===== config.mk =====
export PLATFORM = sky130hd
export DESIGN_NAME = ipi_top
export DESIGN_NICKNAME = d
export VERILOG_FILES = /design/src/ipi_pkg.sv /design/src/ipi_top.sv /design/src/ipi_line_detect.sv /design/src/ipi_init_check.sv
export SDC_FILE = /design/constraint.sdc
export NUM_CORES = 1
export LEC_CHECK = 0
export BUFFER_PORTS_ARGS = -buffer_cell sky130_fd_sc_hd__buf_2
export CAP_MARGIN = 20
export CORE_UTILIZATION = 50
export DETAILED_ROUTE_END_ITERATION = 16
export GPL_TIMING_DRIVEN = 0
export PLACE_DENSITY_LB_ADDON = 0.08
export SYNTH_ARGS = -nofsm -noshare
export SYNTH_HDL_FRONTEND = slang
export SYNTH_HIERARCHICAL = 1
export SYNTH_SLANG_ARGS = --single-unit

===== constraint.sdc =====
create_clock -name clk_in -period 4.7 [get_ports clk_in]
set_input_delay 0.235 -clock clk_in [delete_from_list [all_inputs] [get_ports clk_in]]
set_output_delay 0.235 -clock clk_in [all_outputs]
set_load 0.01 [all_outputs]

===== src/ipi_pkg.sv =====
// shared constants and types for the interrupt pin and init status block
package ipi_pkg;
    localparam int IPI_NUM_LINES = 4;
    localparam int IPI_CHECK_WORDS = 8; // words summed by the memory checksum
    localparam logic [3:0] IPI_CHECK_LAST = 4'h7; // index of the last summed word
    localparam logic [1:0] IPI_SYNC_INACT_CYC = 2'h1; // inactive bus cycles, synchronous
    localparam logic [1:0] IPI_SYNC_ACT_CYC = 2'h1; // active bus cycles, synchronous
    localparam logic [1:0] IPI_ASYNC_INACT_CYC = 2'h2; // inactive bus cycles, asynchronous
    localparam logic [1:0] IPI_ASYNC_ACT_CYC = 2'h2; // active bus cycles, asynchronous
    localparam logic [1:0] IPI_CNT_RESET = 2'h0;
    localparam logic [2:0] IPI_SYNC_RESET = 3'h7; // lines idle high
    localparam logic [31:0] IPI_SUM_RESET = 32'h0000_0000;

    typedef enum logic [4:0] {
        IPI_ST_IDLE = 5'h01,
        IPI_ST_TEST = 5'h02,
        IPI_ST_CHECK = 5'h04,
        IPI_ST_RUN = 5'h08,
        IPI_ST_FAIL = 5'h10
    } ipi_state_t;
endpackage


===== src/ipi_top.sv =====
// interrupt pin front end and initialization status output
`timescale 1ns/10ps
`default_nettype none
module ipi_top
    import ipi_pkg::*;
(
    input wire logic clk_in,
    input wire logic resetn_in,
    input wire logic agent_msg_or_irq0_n_in,
    input wire logic irq_line_1_n_in,
    input wire logic irq2_or_ext_request_n_in,
    input wire logic irq3_or_ack_n_in,
    input wire logic async_mode_in,
    input wire logic line0_msg_mode_in,
    input wire logic line2_ext_mode_in,
    input wire logic line3_ack_mode_in,
    input wire logic ack_request_in,
    input wire logic data_cycle_state_in,
    input wire logic selftest_done_in,
    input wire logic selftest_pass_in,
    input wire logic word_valid_in,
    input wire logic [31:0] word_in,
    output logic irq3_or_ack_out,
    output logic irq3_or_ack_oe_n_out,
    output logic selftest_error_flag_n_out,
    output logic selftest_error_flag_oe_n_out,
    output logic word_req_out,
    output logic [3:0] word_index_out,
    output logic init_go_out,
    output logic agent_message_request_out,
    output logic [3:0] irq_request_out,
    output logic ext_controller_request_out
);
    typedef struct packed {
        logic ack_latch;
        logic ack_oe_n;
        logic flag_oe_n;
        logic msg_req;
        logic [3:0] irq_req;
        logic ext_req;
    } ipi_top_t;

    ipi_top_t st;
    ipi_top_t next_st;
    logic [3:0] line_n;
    logic [3:0] line_en;
    logic [3:0] line_hit;
    logic flag_raw;

    assign line_n = {irq3_or_ack_n_in, irq2_or_ext_request_n_in,
                     irq_line_1_n_in, agent_msg_or_irq0_n_in};
    // line 3 stops sensing while it is the acknowledge output
    assign line_en = {~line3_ack_mode_in, 3'h7};

    // per-line synchroniser and qualifier
    genvar gi;
    generate
        for (gi = 0; gi < IPI_NUM_LINES; gi++) begin : g_line
            ipi_line_detect u_det (
                .clk_in(clk_in),
                .resetn_in(resetn_in),
                .line_n_in(line_n[gi]),
                .async_mode_in(async_mode_in),
                .enable_in(line_en[gi]),
                .request_out(line_hit[gi])
            );
        end
    endgenerate

    ipi_init_check u_init (
        .clk_in(clk_in),
        .resetn_in(resetn_in),
        .selftest_done_in(selftest_done_in),
        .selftest_pass_in(selftest_pass_in),
        .word_valid_in(word_valid_in),
        .word_in(word_in),
        .word_req_out(word_req_out),
        .word_index_out(word_index_out),
        .flag_out(flag_raw),
        .init_go_out(init_go_out)
    );

    // route detections by mode, drive open-drain outputs
    always_comb begin
        next_st = st;
        next_st.msg_req = line_hit[0] & line0_msg_mode_in;
        next_st.irq_req[0] = line_hit[0] & ~line0_msg_mode_in;
        next_st.irq_req[1] = line_hit[1];
        next_st.irq_req[2] = line_hit[2] & ~line2_ext_mode_in;
        next_st.ext_req = line_hit[2] & line2_ext_mode_in;
        next_st.irq_req[3] = line_hit[3] & ~line3_ack_mode_in;
        // hold acknowledge steady through data cycles
        if (!data_cycle_state_in) begin
            next_st.ack_latch = ack_request_in & line3_ack_mode_in;
        end
        if (!line3_ack_mode_in) begin
            next_st.ack_latch = 1'b0;
        end
        next_st.ack_oe_n = ~next_st.ack_latch;
        next_st.flag_oe_n = ~flag_raw;
    end

    // state register; enables kept in pin polarity so outputs leave flops directly
    always_ff @(posedge clk_in) begin
        if (!resetn_in) begin
            st <= '{ack_latch: 1'b0, ack_oe_n: 1'b1, flag_oe_n: 1'b1, msg_req: 1'b0,
                    irq_req: 4'h0, ext_req: 1'b0};
        end else begin
            st <= next_st;
        end
    end

    assign irq3_or_ack_out = 1'b0; // open drain pulls low only
    assign irq3_or_ack_oe_n_out = st.ack_oe_n;
    assign selftest_error_flag_n_out = 1'b0;
    assign selftest_error_flag_oe_n_out = st.flag_oe_n;
    assign agent_message_request_out = st.msg_req;
    assign irq_request_out = st.irq_req;
    assign ext_controller_request_out = st.ext_req;
endmodule
`default_nettype wire


===== src/ipi_line_detect.sv =====
// one interrupt line: three-stage synchroniser and inactive/active qualifier
`timescale 1ns/10ps
`default_nettype none
module ipi_line_detect
    import ipi_pkg::*;
(
    input wire logic clk_in,
    input wire logic resetn_in,
    input wire logic line_n_in,
    input wire logic async_mode_in,
    input wire logic enable_in,
    output logic request_out
);
    typedef struct packed {
        logic [2:0] sync;
        logic armed;
        logic [1:0] inact_cnt;
        logic [1:0] act_cnt;
        logic request;
    } ipi_ld_t;

    ipi_ld_t st;
    ipi_ld_t next_st;
    logic [1:0] need_inact;
    logic [1:0] need_act;
    logic level_low;
    logic level_high;

    // required inactive and active periods per system kind
    assign need_inact = async_mode_in ? IPI_ASYNC_INACT_CYC : IPI_SYNC_INACT_CYC;
    assign need_act = async_mode_in ? IPI_ASYNC_ACT_CYC : IPI_SYNC_ACT_CYC;
    // stages two and three must agree before a level counts
    assign level_low = ~st.sync[1] & ~st.sync[2];
    assign level_high = st.sync[1] & st.sync[2];

    // qualifier: inactive period arms, active period then fires once
    always_comb begin
        next_st = st;
        next_st.sync = {st.sync[1:0], line_n_in};
        next_st.request = 1'b0;
        if (!enable_in) begin
            next_st.armed = 1'b0;
            next_st.inact_cnt = IPI_CNT_RESET;
            next_st.act_cnt = IPI_CNT_RESET;
        end else if (level_high) begin
            next_st.act_cnt = IPI_CNT_RESET;
            if (st.inact_cnt < need_inact) begin
                next_st.inact_cnt = st.inact_cnt + 2'h1;
            end
            if (st.inact_cnt + 2'h1 >= need_inact) begin
                next_st.armed = 1'b1;
            end
        end else if (level_low) begin
            next_st.inact_cnt = IPI_CNT_RESET;
            if (st.armed) begin
                if (st.act_cnt + 2'h1 >= need_act) begin
                    next_st.request = 1'b1;
                    next_st.armed = 1'b0;
                    next_st.act_cnt = IPI_CNT_RESET;
                end else begin
                    next_st.act_cnt = st.act_cnt + 2'h1;
                end
            end
        end
    end

    // state register
    always_ff @(posedge clk_in) begin
        if (!resetn_in) begin
            st <= '{sync: IPI_SYNC_RESET, armed: 1'b0, inact_cnt: IPI_CNT_RESET,
                    act_cnt: IPI_CNT_RESET, request: 1'b0};
        end else begin
            st <= next_st;
        end
    end

    assign request_out = st.request;
endmodule
`default_nettype wire


===== src/ipi_init_check.sv =====
// self-test and zero checksum over the first memory words
`timescale 1ns/10ps
`default_nettype none
module ipi_init_check
    import ipi_pkg::*;
(
    input wire logic clk_in,
    input wire logic resetn_in,
    input wire logic selftest_done_in,
    input wire logic selftest_pass_in,
    input wire logic word_valid_in,
    input wire logic [31:0] word_in,
    output logic word_req_out,
    output logic [3:0] word_index_out,
    output logic flag_out,
    output logic init_go_out
);
    typedef struct packed {
        ipi_state_t state;
        logic [3:0] index;
        logic [31:0] sum;
        logic flag;
        logic go;
        logic req;
    } ipi_ic_t;

    ipi_ic_t st;
    ipi_ic_t next_st;
    logic [31:0] new_sum;

    assign new_sum = st.sum + word_in;

    // init sequence: test, check, then run or fail forever
    always_comb begin
        next_st = st;
        next_st.req = 1'b0;
        unique case (st.state)
            IPI_ST_IDLE: begin
                next_st.state = IPI_ST_TEST;
                next_st.flag = 1'b1;
            end
            IPI_ST_TEST: begin
                if (selftest_done_in) begin
                    if (selftest_pass_in) begin
                        next_st.flag = 1'b0;
                        next_st.state = IPI_ST_CHECK;
                        next_st.req = 1'b1;
                    end else begin
                        next_st.state = IPI_ST_FAIL;
                    end
                end
            end
            IPI_ST_CHECK: begin
                next_st.req = 1'b1;
                if (word_valid_in) begin
                    next_st.sum = new_sum;
                    next_st.index = st.index + 4'h1;
                    if (st.index == IPI_CHECK_LAST) begin
                        next_st.req = 1'b0;
                        if (new_sum != IPI_SUM_RESET) begin
                            next_st.state = IPI_ST_FAIL;
                            next_st.flag = 1'b1;
                        end else begin
                            next_st.state = IPI_ST_RUN;
                            next_st.go = 1'b1;
                        end
                    end
                end
            end
            IPI_ST_RUN: begin
                next_st.flag = 1'b0;
            end
            IPI_ST_FAIL: begin
                next_st.flag = 1'b1;
            end
            default: begin
                next_st.state = IPI_ST_FAIL;
                next_st.flag = 1'b1;
            end
        endcase
    end

    // state register
    always_ff @(posedge clk_in) begin
        if (!resetn_in) begin
            st <= '{state: IPI_ST_IDLE, index: 4'h0, sum: IPI_SUM_RESET,
                    flag: 1'b0, go: 1'b0, req: 1'b0};
        end else begin
            st <= next_st;
        end
    end

    assign word_req_out = st.req;
    assign word_index_out = st.index;
    assign flag_out = st.flag;
    assign init_go_out = st.go;
endmodule
`default_nettype wire


; Yosys cells after proc, flatten, opt, wreduce, memory -nomap -nowiden
; Index checks and enable logic that the tools add are counted.
; Widths: inputs -> output; s select.
[op_classes]
addsub = 10
order_cmp = 12
eq_ne = 19
muxes = 54
n_bitwise = 38
n_reduce_logical = 31
[ops]
columns = cell, n
row1 = $mux 44, 1
row2 = $mux 5, 8
row3 = $add 32x32->32, 1
row4 = $reduce_bool 32->1, 1
row5 = $reduce_and 2->1, 13
row6 = $mux 1, 24
row7 = $mux 6, 4
row8 = $not 1->1, 24
row9 = $ne 2x2->1 const B, 11
row10 = $pmux 5 s4, 1
row11 = $mux 2, 9
row12 = $add 2x1->2 const B, 8
row13 = $ge 2x2->1, 8
row14 = $mux 3, 5
row15 = $and 1x1->1, 14
row16 = $reduce_or 4->1, 3
row17 = $reduce_or 2->1, 5
row18 = $lt 2x2->1, 4
row19 = $reduce_and 4->1, 2
row20 = $reduce_bool 2->1, 4
row21 = $eq 5x1->1 const B, 1
row22 = $eq 5x2->1 const B, 1
row23 = $eq 5x3->1 const B, 1
row24 = $eq 5x4->1 const B, 1
row25 = 9 further kinds, 10
[totals]
regBits = 89
input_bits = 47
out_inout_bits = 16
wordCells = 196

; Longest topological paths before layout
[logic_depth]
word_depth = 6
ltp_mapped = 12
ltp_nobuf = 12

; Hierarchy
; Netlist, hierarchy kept.
[modules_own_cells]
columns = mod, n_inst, cells_each, area_each_um2
row1 = ipi_init_check, 1, 507, 3766.1
row2 = ipi_line_detect (g_line[0].u_det ...), 3, 52, 476.7
row3 = ipi_line_detect (g_line[3].u_det), 1, 59, 530.5
row4 = ipi_top, 1, 30, 306.5

; Worst setup path after synthesis
; No wires, ideal clock.
[synth_path]
path_type = register to register
start = reg u_init/st[3] (netlist name)
end = reg u_init.st (netlist bit u_init/init_go_out)
arrival_time_ns = 3.369
t_required_ns = 4.639
path_slack_ns = 1.270
stages_incl_launch_ff = 13
n_path_buf = 0
period_less_slack_ns = 3.430
cell_sequence = dfxtp_1 -> ha_1 -> fa_1 -> a211oi_2 -> o31ai_2 -> o21a_1 -> nand2b_4 -> a31oi_1 -> xnor2_1 -> or4_1 -> or4b_1 -> nor4_2 -> a32o_1
[synth_between]
elab_chain_len = 4
[synth_rtl]
columns = element, line
row1 = from (decl), ipi_init_check.sv:27  ; ipi_ic_t st;
row2 = from (signal assigned), ipi_init_check.sv:86  ; st <= '{state: IPI_ST_IDLE, index: 4'h0, sum: IPI_SUM_RESET,
row3 = from (signal assigned), ipi_init_check.sv:89  ; st <= next_st;
row4 = $add 32x32->32, ipi_init_check.sv:31  ; assign new_sum = st.sum + word_in;
row5 = $reduce_bool 32->1, ipi_init_check.sv:60  ; if (new_sum != IPI_SUM_RESET) begin
row6 = $not 1->1 (no source line), n/a
row7 = $reduce_and 4->1 (no source line), n/a
; Every way passes these cells.
; A chain may end at the register's enable or synchronous reset.

; Final worst setup path
; Ends and elaborated chain as after synthesis.

==> impl_metrics.yaml <==
drt:
  vias_per_cell: 5.80
  vias: 5653
  drc: 4
  ant_nets: 0
  first_pass_iters: 12
  wl_per_cell_um: 15.8
  drtIter0Drc: 286
  drt_wl_total_um: 15400
sta:
  post-route-period-util: 0.897
  timing.hold.ws_ps: 44.9
  relSlewSlack: 0.450
  final_max_slew_viol_count: 0
  fmax_mhz: 237
  finalHoldViolations: 0
  setup_violations: 0
  worst_pin_slew_ps: 819
  finClkSkew_ps: 5.08
  rsz0062_at_grt: "no"
  setup_tns_ps: 0
  fin_crit_ps: 4220
logic_synthesis:
  syn-instance-count: 752
  synth-xor-area-share: 0.0535
  synthTopCellsByCount: "nand2_1 (107), dfxtp_1 (89), a21oi_1 (88)"
  synth_top_family_by_area: "simple AND/OR/NAND/NOR gates"
  ys.flop_type: "dfxtp_1"
  avgSynthCellArea_um2: 8.02
  synth_seq_area_share: 0.295
  async_reset_ff_frac: 0
  synth-simple-area-share: 0.250
  muxShareOfSynthArea: 0.0170
  synth_edf_count: 0
  ys_types: 77
  synth_top_area_share: 0.295
  synth_compound_area_frac: 0.213
  syn_area_mm2: 0.00603
  synth_seq_cells: 89
  synth_area_leader_cell: "dfxtp_1"
  ys_top_cells_by_area: "dfxtp_1 (30%), ha_1 (12%), a21oi_1 (7.3%)"
  synth.most_common_cell: "nand2_1"
  yosys_warnings: 6
  yosys.area_share.adder: 0.119
power_and_ir_drop:
  power_frac_comb: 0.121
  power-per-cell-area_mw_per_mm2: 257
  peakVddDrop_mv: 0.194
  pwr-share-seq: 0.445
  internal_power_mw: 1.32
  power_switching_mw: 0.441
  swShare: 0.251
  p_leak_nw: 2.92
  clkPwrFrac: 0.434
global_routing:
  grt_max_degree: 36
  grt_pass1_vias: 5441
  grt_pass1_wl_um: 25700
  globalRouteOverflowTotal: 0
  grt_use_total: 0.256
  antenna_found_initial: 0
setup_path:
  worst_r2r_endpoint: "u_init/init_go_out$_SDFFE_PN0P_"
  cp.arrival_ps: 4510
  reg2reg_from: "u_init/st[3]$_SDFFE_PN0P_"
  start_kind: "register"
  rrSetupSlack_ps: 480
  r2r_cells: 11
  crit_type: "reg -> reg"
  path_max_fanout: 4
  crit_required_ps: 4990
  end_kind: "register"
placement:
  finalWeightedCongestion: 0.940
  dp_hpwl_um: 11800
  numPortBuffers: 60
hold_path:
  hold_path_depth: 2
  hold_start: "line0_msg_mode_in"
  hold_path_end: "irq_request_out[0]$_SDFF_PN0_"
  min_path_type: "in -> reg"
clock_tree:
  cts_buffers: 9
  postCtsSetupBuffers: 0
  cts.sink_count: 89
  htreeDepth: 3
  clk_pin_slew_ps: 60
  clk_latency_ps: 350
  cts-hold-fix-buffers: 0
  clockRootBuffer: "clkbuf_16"
  cts-resized-gates: 0
  cts_max_path_buffers: 2
  cts_tree: "done"
finish:
  insertedDiodeCount: 0
  drive_gt1_frac: 0.151
  syn_to_final_growth_pct: 13.4
  final_nets: 933
  nFillCells: 1104
run:
  drv_cap: 0
floorplan:
  dieHeight_um: 112
  ioPinCount: 63
  rows: 39
  die_x_um: 112
  core_mm2: 0.0116
  start_util: 0.522
  die_area_mm2: 0.0125
status:
  status: "finished with violations"
  violations: "design-rule violations"
sequential cells by signal, indices dropped and copies added, names as in the netlist:
register and cells:
u_init/st 37, g_line.u_det/st 24, g_line.u_det/next_st 8, g_line.u_det/request_out 4, irq_request_out 4, u_init/word_index_out 4
agent_message_request_out 1, ext_controller_request_out 1, irq3_or_ack_oe_n_out 1, selftest_error_flag_oe_n_out 1, st 1, u_init/flag_out 1
u_init/init_go_out 1, u_init/word_req_out 1
cells in the final DEF, fill, tap and decap left out, types with 5 or more instances in the layout:
cell type    n
nand2_1    107
dfxtp_1     89
a21oi_1     88
nor2_1      61
buf_2       61
ha_1        56
o21ai_0     32
xor2_1      21
inv_1       19
nand2b_1    19
nor3_1      18
clkbuf_1    16
nand4_1     14
xnor2_1     14
nand3_1     13
buf_4       13
a21o_1      13
a211oi_1    10
a31oi_1     10
clkbuf_16    9
conb_1       8
nor2b_1      7
or3_1        7
and3_1       6
o21ai_1      6
buf_6        5
o21bai_1     5
or4_1        5
nor4_1       5
cells by family after synthesis:
group	after synthesis
DFF	89
muxes	9
adders and majority gates	57
buffers and inverters	57
AOI/OAI and AO/OA	205
xor gates and xnor gates	36
other	2
and+or+nand+nor	297
final cells by class:
cell class / count / area (um^2) / share of cell area
inverters: 19 / 71.3 / 0.0104
flip-flops and latches: 89 / 1780 / 0.260
clock inverters: 5 / 82.6 / 0.0121
clock buffers: 9 / 225 / 0.0329
repair buffers: 60 / 300 / 0.0439
well taps: 143 / 179 / 0.0261
multi-input cells: 612 / 3970 / 0.580
plain buffers: 38 / 231 / 0.0338
metrics by stage:
step	cells	cell area, um^2	utilization	setup slack [ps]	power (mW)
3_5_place_dp	961	6540	0.565	428	1.01
5_1_grt	975	6840	0.592	337	1.84
3_3_place_gp	961	6540	0.565	428	1.00
4_1_cts	975	6840	0.592	423	1.78
6_report	975	6840	0.592	482	1.76
2_1_floorplan	758	6060	-	1270	0.943
worst max-delay path by stage:
stage	startpoint	end	slack, ps
3_5_place_dp	word_in[0]	u_init/init_go_out$_SDFFE_PN0P_	430
2_1_floorplan	u_init/st[3]$_SDFFE_PN0P_	u_init/init_go_out$_SDFFE_PN0P_	1270
6_report	u_init/st[3]$_SDFFE_PN0P_	u_init/init_go_out$_SDFFE_PN0P_	480
3_3_place_gp	word_in[0]	u_init/init_go_out$_SDFFE_PN0P_	430
4_1_cts	u_init/st[3]$_SDFFE_PN0P_	u_init/init_go_out$_SDFFE_PN0P_	420
5_1_grt	u_init/st[3]$_SDFFE_PN0P_	u_init/flag_out$_SDFFE_PN0P_	340
per-layer routing:
layer | vias to the layer above | global-route usage | share of wire
li1 | 2827 | - | -
met1 | 2651 | 0.319 | 0.46
met2 | 155 | 0.442 | 0.47
met3 | 20 | 0.0550 | 0.053
met4 | 0 | 0.0766 | 0.017
met5 | - | 0 | 0
power by group through the flow:
stage               sequential [mW]  clock, mW  combinational [mW]
floorplan                     0.796          0               0.147
global placement              0.798          0               0.204
detailed placement            0.799          0               0.210
CTS                           0.782      0.782               0.212
global route                  0.784      0.815               0.240
finish                        0.783      0.765               0.213
critical path, stage by stage, from the launching register on:
cell and delay, ps:
dfxtp_1 310, ha_1 210, fa_1 420, xor2_1 170, or3_2 410, or4_1 530
nor4_1 510, and4_1 260, nand4_1 170, or4b_1 550, nor4_2 370, a32o_1 240
Note: power is estimated with default switching activity, not from simulation.
